==> src/logic/fse_pkg.sv <==
// shared constants and types of the float status and exception logic
package fse_pkg;
  // ---------------------------------------------------------------
  // exception indices inside every 5-bit exception field
  // ---------------------------------------------------------------
  localparam int EXC_N = 5;
  localparam int EX_INV = 0; // invalid operation
  localparam int EX_DZ = 1; // divide by zero
  localparam int EX_OF = 2; // overflow
  localparam int EX_UF = 3; // underflow
  localparam int EX_IX = 4; // inexact
  // ---------------------------------------------------------------
  // float_status_word layout
  // ---------------------------------------------------------------
  localparam int STICKY_LO = 0; // sticky flags, bits 4:0
  localparam int CTRL_LO = 8; // feature control, bits 12:8
  localparam int TRAP_LO = 16; // trap enables, bits 20:16
  localparam int SYS_LO = 24; // system kind byte, bits 31:24
  localparam int SYS_W = 8;
  localparam int SYS_HW_BIT = 7; // set marks a hardware implementation
  // arbitrary neutral identity value; only its top bit carries meaning
  localparam logic [SYS_W-1:0] SYS_KIND = 8'hA5;
  localparam logic [2:0] RSV_ZERO = 3'h0; // reserved gaps read as zero
  // ---------------------------------------------------------------
  // feature control bit indices inside the control field
  // ---------------------------------------------------------------
  localparam int C_FLUSH = 0; // flush_denormals, bit 8
  localparam int C_STRICT = 1; // strict_snan_convert, bit 9
  localparam int C_SYNC = 2; // sync_execution, bit 10
  localparam int C_WIDE = 3; // wide_packed_decimal, bit 11
  localparam int C_ALTC = 4; // alt_carry_compare, bit 12
  // ---------------------------------------------------------------
  // rounding modes and packed decimal word counts
  // ---------------------------------------------------------------
  localparam logic [1:0] RM_NEAR = 2'h0;
  localparam logic [1:0] RM_PLUS = 2'h1;
  localparam logic [1:0] RM_MINUS = 2'h2;
  localparam logic [1:0] RM_ZERO = 2'h3;
  localparam logic [2:0] PD_STD_WORDS = 3'h3;
  localparam logic [2:0] PD_WIDE_WORDS = 3'h4;
  // kind of result delivered when no trap is taken
  typedef enum logic [2:0] {
    RK_NORMAL = 3'b000, RK_QNAN = 3'b001, RK_INF = 3'b010, RK_MAX_FIN = 3'b011,
    RK_INT_MAX = 3'b100, RK_NEG_ZERO = 3'b101, RK_ZERO = 3'b110
  } fse_res_kind_t;
  // exception conditions reported by the datapath for one operation
  typedef struct packed {
    logic snan; // an operand is a signalling NaN
    logic exempt; // load, store or move without precision change
    logic conv_ext; // conversion to or from extended precision
    logic inf_sub; // magnitude subtraction of infinities
    logic zero_inf_mul; // zero times infinity
    logic zero_zero_div; // 0/0
    logic inf_inf_div; // inf/inf
    logic rem_inf; // remainder with infinite dividend
    logic rem_zero; // remainder with zero divisor
    logic sqrt_neg; // square root of a number below -0
    logic sqrt_neg_zero; // square root of -0
    logic int_ovf; // integer conversion overflowed
    logic int_bad; // integer conversion of infinity or NaN
    logic cmp_exc_nan; // excepting compare with a NaN operand
    logic div_by_zero; // zero divisor, finite non-zero dividend
    logic overflow; // unbounded rounded result too large
    logic tiny; // tiny non-zero result
    logic acc_loss; // denormalisation loss of accuracy
    logic inexact; // rounded result differs from exact
    logic sign; // sign of the result or operand
    logic [1:0] round_mode;
  } fse_cond_t;
  // whole state of the top module
  typedef struct packed {
    logic [EXC_N-1:0] trap_en;
    logic [EXC_N-1:0] ctrl;
    logic [EXC_N-1:0] sticky;
    logic [31:0] rdata;
    logic trap_req;
    logic [EXC_N-1:0] trap_type;
    fse_res_kind_t res_kind;
    logic res_sign;
    logic carry;
    logic busy;
    logic [2:0] pd_words;
  } fse_state_t;
endpackage : fse_pkg

==> src/logic/fse_exc_if.sv <==
// carrier between the status logic and the exception evaluator
`timescale 1ns/10ps
interface fse_exc_if;
  import fse_pkg::*;
  fse_cond_t cond; // conditions of the current operation
  logic [EXC_N-1:0] trap_en; // current trap enables
  logic [EXC_N-1:0] ctrl; // current feature controls
  logic [EXC_N-1:0] raised; // exceptions that arise
  logic [EXC_N-1:0] trap_sel; // one-hot trap chosen, or zero
  fse_res_kind_t res_kind; // untrapped result kind
  modport status (output cond, output trap_en, output ctrl,
                  input raised, input trap_sel, input res_kind);
  modport eval (input cond, input trap_en, input ctrl,
                output raised, output trap_sel, output res_kind);
endinterface : fse_exc_if

==> src/logic/fse_exc_eval.sv <==
// combinational exception evaluator for one floating-point operation
`timescale 1ns/10ps
module fse_exc_eval
  import fse_pkg::*;
(
  fse_exc_if.eval ex
);
  logic snan_inv; // signalling NaN counts as invalid
  logic [EXC_N-1:0] hit; // raised and enabled
  logic ovf_inf; // overflow rounds to infinity
  // ---------------------------------------------------------------
  // exception conditions, trap choice and result kind
  // ---------------------------------------------------------------
  always_comb begin
    // extended conversions are exempt unless strict mode is on
    snan_inv = ex.cond.snan & ~ex.cond.exempt & ~(ex.cond.conv_ext & ~ex.ctrl[C_STRICT]);
    ex.raised = '0;
    ex.raised[EX_INV] = snan_inv | ex.cond.inf_sub | ex.cond.zero_inf_mul |
                        ex.cond.zero_zero_div | ex.cond.inf_inf_div | ex.cond.rem_inf |
                        ex.cond.rem_zero | ex.cond.sqrt_neg | ex.cond.int_ovf |
                        ex.cond.int_bad | ex.cond.cmp_exc_nan;
    ex.raised[EX_DZ] = ex.cond.div_by_zero;
    ex.raised[EX_OF] = ex.cond.overflow;
    // the trap enable decides how much evidence underflow needs
    ex.raised[EX_UF] = ex.trap_en[EX_UF] ? ex.cond.tiny
                                         : (ex.cond.tiny & ex.cond.acc_loss);
    ex.raised[EX_IX] = ex.cond.inexact | (ex.cond.overflow & ~ex.trap_en[EX_OF]) |
                       (ex.cond.tiny & ex.cond.acc_loss & ~ex.trap_en[EX_UF]);
    hit = ex.raised & ex.trap_en;
    // an overflow or underflow trap hides the inexact trap
    if (hit[EX_OF] | hit[EX_UF]) begin
      hit[EX_IX] = 1'h0;
    end
    // lowest index wins; invalid has the highest priority
    ex.trap_sel = '0;
    for (int i = EXC_N - 1; i >= 0; i--) begin
      if (hit[i]) begin
        ex.trap_sel = '0;
        ex.trap_sel[i] = 1'h1;
      end
    end
    // overflow result depends on rounding direction and sign
    case (ex.cond.round_mode)
      RM_NEAR: ovf_inf = 1'h1;
      RM_PLUS: ovf_inf = ~ex.cond.sign;
      RM_MINUS: ovf_inf = ex.cond.sign;
      default: ovf_inf = 1'h0;
    endcase
    if (ex.raised[EX_INV]) begin
      ex.res_kind = ex.cond.int_ovf ? RK_INT_MAX : RK_QNAN;
    end else if (ex.cond.sqrt_neg_zero) begin
      ex.res_kind = RK_NEG_ZERO;
    end else if (ex.raised[EX_DZ]) begin
      ex.res_kind = RK_INF;
    end else if (ex.raised[EX_OF]) begin
      ex.res_kind = ovf_inf ? RK_INF : RK_MAX_FIN;
    end else if (ex.cond.tiny & ex.ctrl[C_FLUSH]) begin
      ex.res_kind = RK_ZERO;
    end else begin
      ex.res_kind = RK_NORMAL;
    end
  end
endmodule : fse_exc_eval

==> src/logic/fse_status.sv <==
// float status word, sticky exception flags and trap request logic
`timescale 1ns/10ps
module fse_status
  import fse_pkg::*;
(
  input wire logic mclk, // coprocessor clock
  input wire logic resetn, // synchronous reset, active low
  input wire logic status_write_instr, // one-cycle status write
  input wire logic [31:0] status_wdata, // data of the status write
  output logic [31:0] status_rdata, // float_status_word as read
  input wire logic op_valid, // one-cycle: op_cond is valid
  input wire fse_cond_t op_cond, // conditions of the operation
  output logic trap_req, // one-cycle trap request to the host
  output logic [EXC_N-1:0] trap_type, // one-hot exception of the trap
  output fse_res_kind_t result_kind, // untrapped result kind
  output logic result_sign, // sign for the result kind
  input wire logic cmp_valid, // one-cycle compare outcome
  input wire logic cmp_ge, // compare found greater or equal
  input wire logic cmp_unordered, // compare found a NaN operand
  output logic carry_flag, // host carry flag after compare
  input wire logic instr_issue, // host issues an instruction
  input wire logic instr_done, // instruction has completed
  output logic host_busy, // host must wait while high
  output logic [2:0] pd_words // packed decimal word count
);
  // ---------------------------------------------------------------
  // state and evaluator link
  // ---------------------------------------------------------------
  fse_state_t q; // registered state
  fse_state_t d; // next state
  fse_exc_if ex (); // link to the evaluator
  logic [EXC_N-1:0] untrapped; // exceptions that set flags

  // evaluation always uses the enables held before any same-cycle write
  assign ex.cond = op_cond;
  assign ex.trap_en = q.trap_en;
  assign ex.ctrl = q.ctrl;

  fse_exc_eval u_eval (
    .ex (ex)
  );

  // ---------------------------------------------------------------
  // next-state logic
  // ---------------------------------------------------------------
  always_comb begin
    d = q;
    untrapped = ex.raised & ~q.trap_en;
    d.trap_req = 1'h0;
    // a status write loads enables, controls and flags
    if (status_write_instr) begin
      d.trap_en = status_wdata[TRAP_LO +: EXC_N];
      d.ctrl = status_wdata[CTRL_LO +: EXC_N];
      d.sticky = status_wdata[STICKY_LO +: EXC_N];
    end
    // an untrapped event in the write cycle still lands: set wins
    if (op_valid) begin
      d.sticky = d.sticky | untrapped;
      d.trap_req = |ex.trap_sel;
      d.trap_type = ex.trap_sel;
      d.res_kind = ex.res_kind;
      d.res_sign = op_cond.sign;
    end
    // carry meaning chosen by the alternative compare control
    if (cmp_valid) begin
      d.carry = cmp_ge | (q.ctrl[C_ALTC] & cmp_unordered);
    end
    // in synchronous mode the host waits for each instruction
    if (instr_done) begin
      d.busy = 1'h0;
    end
    if (instr_issue & q.ctrl[C_SYNC]) begin
      d.busy = 1'h1;
    end
    d.pd_words = d.ctrl[C_WIDE] ? PD_WIDE_WORDS : PD_STD_WORDS;
    // identity byte is a constant, so writes cannot reach it
    d.rdata = {SYS_KIND, RSV_ZERO, d.trap_en, RSV_ZERO, d.ctrl,
               RSV_ZERO, d.sticky};
    // reset clears the handshake side only; the status fields keep
    // whatever they hold until software writes them
    if (!resetn) begin
      d.trap_req = 1'h0;
      d.trap_type = '0;
      d.res_kind = RK_NORMAL;
      d.res_sign = 1'h0;
      d.carry = 1'h0;
      d.busy = 1'h0;
      d.pd_words = PD_STD_WORDS;
    end
  end

  // ---------------------------------------------------------------
  // state register
  // ---------------------------------------------------------------
  always_ff @(posedge mclk) begin
    q <= d;
  end

  // ---------------------------------------------------------------
  // outputs straight from the state register
  // ---------------------------------------------------------------
  assign status_rdata = q.rdata;
  assign trap_req = q.trap_req;
  assign trap_type = q.trap_type;
  assign result_kind = q.res_kind;
  assign result_sign = q.res_sign;
  assign carry_flag = q.carry;
  assign host_busy = q.busy;
  assign pd_words = q.pd_words;
endmodule : fse_status

==> config.mk <==
export PLATFORM = sky130hd
export DESIGN_NAME = fse_status
export DESIGN_NICKNAME = d
export VERILOG_FILES = /design/src/logic/fse_pkg.sv /design/src/logic/fse_exc_if.sv /design/src/logic/fse_exc_eval.sv /design/src/logic/fse_status.sv
export SDC_FILE = /design/constraint.sdc
export NUM_CORES = 1
export LEC_CHECK = 0
export ABC_CLOCK_PERIOD_IN_PS = 3550
export BUFFER_PORTS_ARGS = -buffer_cell sky130_fd_sc_hd__buf_2
export CORE_MARGIN = 2
export CORE_UTILIZATION = 41
export CTS_CLUSTER_DIAMETER = 150
export CTS_CLUSTER_SIZE = 40
export DETAILED_ROUTE_END_ITERATION = 10
export HOLD_SLACK_MARGIN = 0.03
export PLACE_DENSITY = 0.85
export SYNTH_ARGS = -nofsm -noshare
export SYNTH_HDL_FRONTEND = slang
export SYNTH_SLANG_ARGS = --single-unit
==> constraint.sdc <==
create_clock -name mclk -period 3.55 [get_ports mclk]
set_clock_uncertainty 0.1 [all_clocks]
set_input_delay 0.355 -clock mclk [delete_from_list [all_inputs] [get_ports mclk]]
set_output_delay 0.355 -clock mclk [all_outputs]
set_load 0.01 [all_outputs]
==> results.sh, run 1 <==
export IMPL_r2r_start="ex.trap_en[3]$_DFFE_PP_"
export IMPL_nets=266
export IMPL_root_buffer="clkbuf_4"
export IMPL_hold_buffers=0
export IMPL_vias=1165
export IMPL_power_per_cell_area_nw_per_um2=440.5
export IMPL_synthCells=127
export IMPL_worst_hold_slack_ps=98.40
export IMPL_synth_top_area_frac=0.3074
export IMPL_avgSynthCellArea_um2=10.26
export IMPL_fin_crit_sh=0.4193
export IMPL_yosys_most_used_dff="dfxtp_1"
export IMPL_synth_edf_count=9
export IMPL_finalSetupTns_ps=0
export IMPL_ff_latch_area_um2=670.6
export IMPL_die_area_um2=3644
export IMPL_rr_endpoint="trap_type[4]$_SDFFE_PN0P_"
export IMPL_netlist_area_um2=1302
export IMPL_grt_max_degree=20
export IMPL_grt_overflow=0
export IMPL_cts_buffer_depth=2
export IMPL_drt_total_wl_um=2917
export IMPL_yosysMostFrequentCell="dfxtp_1"
export IMPL_pin_count=110
export IMPL_cts_made_buffers=5
export IMPL_leakage_nw=0.8463
export IMPL_critPathKind="register to register"
export IMPL_fp_row_count=20
export IMPL_synth_commonest_cells="dfxtp_1, buf_4, nand2_1, edfxtp_1, nor2b_1"
export IMPL_h_tree_depth=2
export IMPL_seq_power_share=0.502
export IMPL_antenna_found_initial=0
export IMPL_hold_path_cell_count=1
export IMPL_dp_cells=240
export IMPL_drt_vias_per_instance=4.698
export IMPL_drc=0
export IMPL_cp_arrival_ps=1610
export IMPL_yosysTopAreaCell="dfxtp_1"
export IMPL_cp_required_ps=3670
export IMPL_grt_usage=0.1692
export IMPL_core_area_um2=3028
export IMPL_setup_viol=0
export IMPL_ys_warn_count=0
export IMPL_initialDrtViolationCount=22
export IMPL_wire_per_inst_um=11.76
export IMPL_yosys_top_cells_area="dfxtp_1, edfxtp_1, buf_4"
export IMPL_reg2reg_slack_ps=2060
export IMPL_swShare=0.2515
export IMPL_die_w_um=60.37
export IMPL_p_clk_frac=0.342
export IMPL_power_switching_mw=0.1902
export IMPL_fmax_mhz=671.8
export IMPL_hpwl_um=2272
export IMPL_fin_ws_ps=2062
export IMPL_status="completed"
export IMPL_cap_violations=0
export IMPL_hp_class="input port to register"
export IMPL_instances_no_fill=248
export IMPL_power_frac_comb=0.156
export IMPL_start_util=0.4302
export IMPL_synth_yosys_seq_area_share=0.5149
export IMPL_die_h_um=60.37
export IMPL_startpoint_type="register"
export IMPL_rsz0062_at_grt="false"
export IMPL_antenna_cells=0
export IMPL_async_flop_share=0
export IMPL_min_period_ps=1488
export IMPL_cp_max_fo=4
export IMPL_synth_cell_types=37
export IMPL_place_congestion=0.7653
export IMPL_multi_input_area_um2=529.3
export IMPL_hold_viol_final=0
export IMPL_fillCellCount=278
export IMPL_hp_start="status_wdata[17]"
export IMPL_peakVddDrop_uv=330.9
export IMPL_detailedPlace_worstSlack_ps=1930
export IMPL_cts_tree="yes"
export IMPL_cts_resized=0
export IMPL_firstDrtPassIters=4
export IMPL_clkTransAtPathRegs_ps=90
export IMPL_cp_end_kind="register"
export IMPL_final_antenna_net_count=0
export IMPL_maxSlewViolCount=0
export IMPL_drive_gt1_frac=0.4167
export IMPL_grt_pass1_wl_um=4443
export IMPL_cell_internal_pwr_mw=0.5661
export IMPL_synth_seq_cells=29
export IMPL_area_growth_pct=31.80
export IMPL_portBuffers=75
export IMPL_clkLatencyLatePin_ps=330
export IMPL_clock_sinks=29
export IMPL_whs_endpoint="ex.trap_en[1]$_DFFE_PP_"
export IMPL_reg2reg_depth=4
export IMPL_cts_setup_buffers=0
export IMPL_grt_pass1_vias=1056
-- placed cells by master, fill, tap and decap left out, drive strengths merged, types with 2 or more instances in the layout --
cell type | netlist | layout
a21oi | 2 | 2
a221o | 2 | 2
a31oi | 2 | 2
a32o | 3 | 3
and2 | 2 | 2
buf | 19 | 75
clkbuf | 2 | 6
conb | 2 | 17
dfxtp | 20 | 20
edfxtp | 9 | 9
inv | 3 | 3
mux2i | 5 | 5
nand2 | 12 | 12
nand2b | 3 | 3
nor2 | 6 | 6
nor2b | 8 | 8
nor3 | 2 | 2
nor4 | 4 | 4
o21ai | 6 | 6
o31ai | 3 | 3
-- critical path: stages, from the launching register on --
cell and delay, ps:
edfxtp_1 400, and3b_1 220, nor3_1 290, nor3_1 100
a32o_1 270
-- through the flow --
| step | total power, mW | instance area, um2 | utilization |
|---|---|---|---|
| finish | 0.7562 | 1717 | 0.5669 |
| global route | 0.7906 | 1717 | 0.5669 |
| CTS | 0.7596 | 1717 | 0.5669 |
| detailed placement | 0.5046 | 1642 | 0.5421 |
| global placement | 0.5019 | 1642 | 0.5421 |
| floorplan | 0.4585 | 1359 | - |
-- layout make-up --
class	count	area share
Sequential cell	29	0.3907
Clock buffer	6	0.02405
Multi-Input combinational cell	89	0.3083
Timing Repair Buffer	75	0.2187
Tap cell	44	0.03207
Clock inverter	2	0.01968
Inverter	3	0.006560
-- routing by layer --
metal | part of all wire | vias to the layer above | global-route usage
met2 | 0.47 | 67 | 0.2795
met5 | 0 | - | 0
met4 | 0.023 | 0 | 0.1016
met3 | 0.12 | 9 | 0.07036
met1 | 0.38 | 520 | 0.1806
li1 | - | 569 | -
-- state kept, by name (all words and copies together) (netlist names) --
signal        count
carry_flag        1
ex.ctrl           4
ex.trap_en        4
host_busy         1
pd_words          2
q                 4
result_kind       3
result_sign       1
status_rdata      3
trap_req          1
trap_type         5
-- how the worst max path moves through the flow --
stage | from | endpoint | cells after the start
2_1_floorplan | op_cond[18] | result_kind[2]$_SDFFE_PN0P_ | 4
3_3_place_gp | op_cond[17] | trap_req$_SDFF_PN0_ | 5
3_5_place_dp | op_cond[17] | result_kind[2]$_SDFFE_PN0P_ | 5
4_1_cts | ex.trap_en[3]$_DFFE_PP_ | trap_type[4]$_SDFFE_PN0P_ | 4
5_1_grt | ex.trap_en[3]$_DFFE_PP_ | trap_type[4]$_SDFFE_PN0P_ | 4
6_report | ex.trap_en[3]$_DFFE_PP_ | trap_type[4]$_SDFFE_PN0P_ | 4
-- cell families (layout without fill, tap and decap cells) --
| kind of cell | after synthesis | count (layout) | synth area share |
|---|---|---|---|
| mux | 6 | 6 | 0.04707 |
| buf+inv | 24 | 86 | 0.1220 |
| compound gates | 24 | 24 | 0.1364 |
| flops | 29 | 29 | 0.5149 |
| simple gates | 42 | 42 | 0.1739 |
| other cells | 2 | 17 | 0.005766 |
-- power by group through the flow --
stage                     clock (mW)  sequential [mW]  combinational [mW]
after CTS                      0.262            0.380               0.118
after floorplan                    0            0.398              0.0600
after global routing           0.277            0.383               0.131
after global placement             0            0.386               0.115
after detailed placement           0            0.387               0.117
final                          0.259            0.380               0.118
No activity file was read; power rests on OpenSTA's default activity.
==> run 2, diff against run 1 <==
--- a/config.mk
+++ b/config.mk
@@ -5,15 +5,15 @@
 export SDC_FILE = /design/constraint.sdc
 export NUM_CORES = 1
 export LEC_CHECK = 0
-export ABC_CLOCK_PERIOD_IN_PS = 3550
+export ABC_CLOCK_PERIOD_IN_PS = 1200
 export BUFFER_PORTS_ARGS = -buffer_cell sky130_fd_sc_hd__buf_2
 export CORE_MARGIN = 2
-export CORE_UTILIZATION = 41
+export CORE_UTILIZATION = 34
 export CTS_CLUSTER_DIAMETER = 150
 export CTS_CLUSTER_SIZE = 40
 export DETAILED_ROUTE_END_ITERATION = 10
 export HOLD_SLACK_MARGIN = 0.03
-export PLACE_DENSITY = 0.85
+export PLACE_DENSITY = 0.75
 export SYNTH_ARGS = -nofsm -noshare
 export SYNTH_HDL_FRONTEND = slang
 export SYNTH_SLANG_ARGS = --single-unit
==> constraint.sdc (replaced) <==
create_clock -name mclk -period 1.2 [get_ports mclk]
set_clock_uncertainty 0.1 [all_clocks]
set_input_delay 0.12 -clock mclk [delete_from_list [all_inputs] [get_ports mclk]]
set_output_delay 0.12 -clock mclk [all_outputs]
set_load 0.01 [all_outputs]
==> results.sh, run 2 (synthesized netlist as in run 1, its figures left out) <==
export IMPL_portBuffers=75
export IMPL_fin_ws_ps=-139.2
export IMPL_critPathKind="register to register"
export IMPL_antenna_found_initial=0
export IMPL_vias=1272
export IMPL_status="finished, violations left"
export IMPL_leakage_nw=1.003
export IMPL_cp_end_kind="register"
export IMPL_utilization=0.5731
export IMPL_drt_total_wl_um=3470
export IMPL_core_area_um2=3661
export IMPL_die_w_um=65.90
export IMPL_drc=0
export IMPL_rr_endpoint="trap_type[4]$_SDFFE_PN0P_"
export IMPL_clkTransAtPathRegs_ps=60
export IMPL_grt_pass1_vias=1183
export IMPL_r2r_start="ex.trap_en[3]$_DFFE_PP_"
export IMPL_worst_hold_slack_ps=36.59
export IMPL_drive_gt1_frac=0.4426
export IMPL_cts_buffer_depth=2
export IMPL_cap_violations=0
export IMPL_nets=298
export IMPL_fillCellCount=342
export IMPL_cp_arrival_ps=1410
export IMPL_firstDrtPassIters=4
export IMPL_cp_required_ps=1270
export IMPL_peakVddDrop_uv=674.4
export IMPL_cts_made_buffers=5
export IMPL_whs_endpoint="result_kind[2]$_SDFFE_PN0P_"
export IMPL_pin_count=110
export IMPL_die_area_um2=4342
export IMPL_violations="negative setup slack"
export IMPL_reg2reg_slack_ps=-140
export IMPL_cts_tree="yes"
export IMPL_grt_pass1_wl_um=5237
export IMPL_initialDrtViolationCount=27
export IMPL_final_antenna_net_count=0
export IMPL_clkLatencyLatePin_ps=280
export IMPL_h_tree_depth=2
export IMPL_power_per_cell_area_nw_per_um2=1112
export IMPL_grt_overflow=0
export IMPL_maxSlewViolCount=0
export IMPL_area_growth_pct=61.09
export IMPL_die_h_um=65.90
export IMPL_grt_max_degree=14
export IMPL_min_period_ps=1339
export IMPL_rsz0062_at_grt="true"
export IMPL_largest_reg_flops=5
export IMPL_root_buffer="clkbuf_8"
export IMPL_hold_viol_final=0
export IMPL_hold_path_cell_count=2
export IMPL_hp_start="op_valid"
export IMPL_fin_crit_sh=1.116
export IMPL_hpwl_um=2608
export IMPL_setup_viol=12
export IMPL_fp_row_count=22
export IMPL_hp_class="input port to register"
export IMPL_drt_vias_per_instance=4.495
export IMPL_grt_usage=0.1671
export IMPL_cp_max_fo=3
export IMPL_total_power_mw=2.334
export IMPL_clock_sinks=29
export IMPL_final_common_cell="buf_2"
export IMPL_final_cell_mix="buf_2, dfxtp_1, dlygate4sd3_1"
export IMPL_reg2reg_depth=4
export IMPL_fmax_mhz=746.7
export IMPL_start_util=0.3558
export IMPL_place_congestion=0.8134
export IMPL_wire_per_inst_um=12.26
export IMPL_antenna_cells=0
export IMPL_startpoint_type="register"
## run 2: power by group
part           switching (mW)  internal [mW]
combinational           0.222          0.247
sequential             0.0430           1.09
clock                   0.345          0.389
total                   0.610           1.72
## run 2: timing repair
item,in CTS,in global routing
gates resized for setup,5,8
pin swaps,3,3
endpoints found under the hold margin,18,0
setup buffers,1,1
hold buffers,20,0
setup endpoints to repair,12,15
## run 2: area by class of cell
class | instances | area, um2 | area share
clock inverters | 1 | 3.754 | 0.001789
repair buffers | 107 | 691.9 | 0.3298
inverters | 3 | 11.26 | 0.005367
multi-input cells | 89 | 588.1 | 0.2803
well taps | 48 | 60.06 | 0.02862
clock buffers | 6 | 72.57 | 0.03459
flip-flops and latches | 29 | 670.6 | 0.3196
## run 2: metrics by stage
stage,std cells,cell area (um2),setup WS (ps),TNS [ps]
6_report,283,2098,-139.2,-746.9
5_1_grt,283,2098,-195.7,-1538
4_1_cts,283,2054,-116.2,-710.6
3_5_place_dp,255,1750,-175.8,-1144
3_3_place_gp,255,1750,-155.2,-1080
2_1_floorplan,142,1368,-120.6,-294.1
## run 2: worst max-delay path by stage
stage / slack [ps] / to / startpoint / cells after the start
finish: -140 / trap_type[4]$_SDFFE_PN0P_ / ex.trap_en[3]$_DFFE_PP_ / 4
global route: -200 / trap_type[4]$_SDFFE_PN0P_ / ex.trap_en[3]$_DFFE_PP_ / 4
CTS: -120 / trap_type[4]$_SDFFE_PN0P_ / ex.trap_en[3]$_DFFE_PP_ / 4
detailed placement: -180 / result_kind[2]$_SDFFE_PN0P_ / op_cond[17] / 5
global placement: -160 / trap_req$_SDFF_PN0_ / op_cond[17] / 5
floorplan: -120 / trap_type[4]$_SDFFE_PN0P_ / ex.trap_en[3]$_DFFE_PP_ / 4
## run 2: critical path: stages (launching register included)
cell	delay (ps)
edfxtp_1	380
and3b_2	250
nor3_4	200
nor3_1	70
a32o_1	240
## run 2: routing by layer
layer | share of wire | vias to the layer above | GRT usage | wire, um
met5 | 0 | - | 0 | 0
met3 | 0.081 | 8 | 0.06303 | 280
li1 | - | 627 | - | -
met1 | 0.39 | 576 | 0.1796 | 1358
met2 | 0.51 | 61 | 0.2904 | 1760
met4 | 0.020 | 0 | 0.07292 | 71
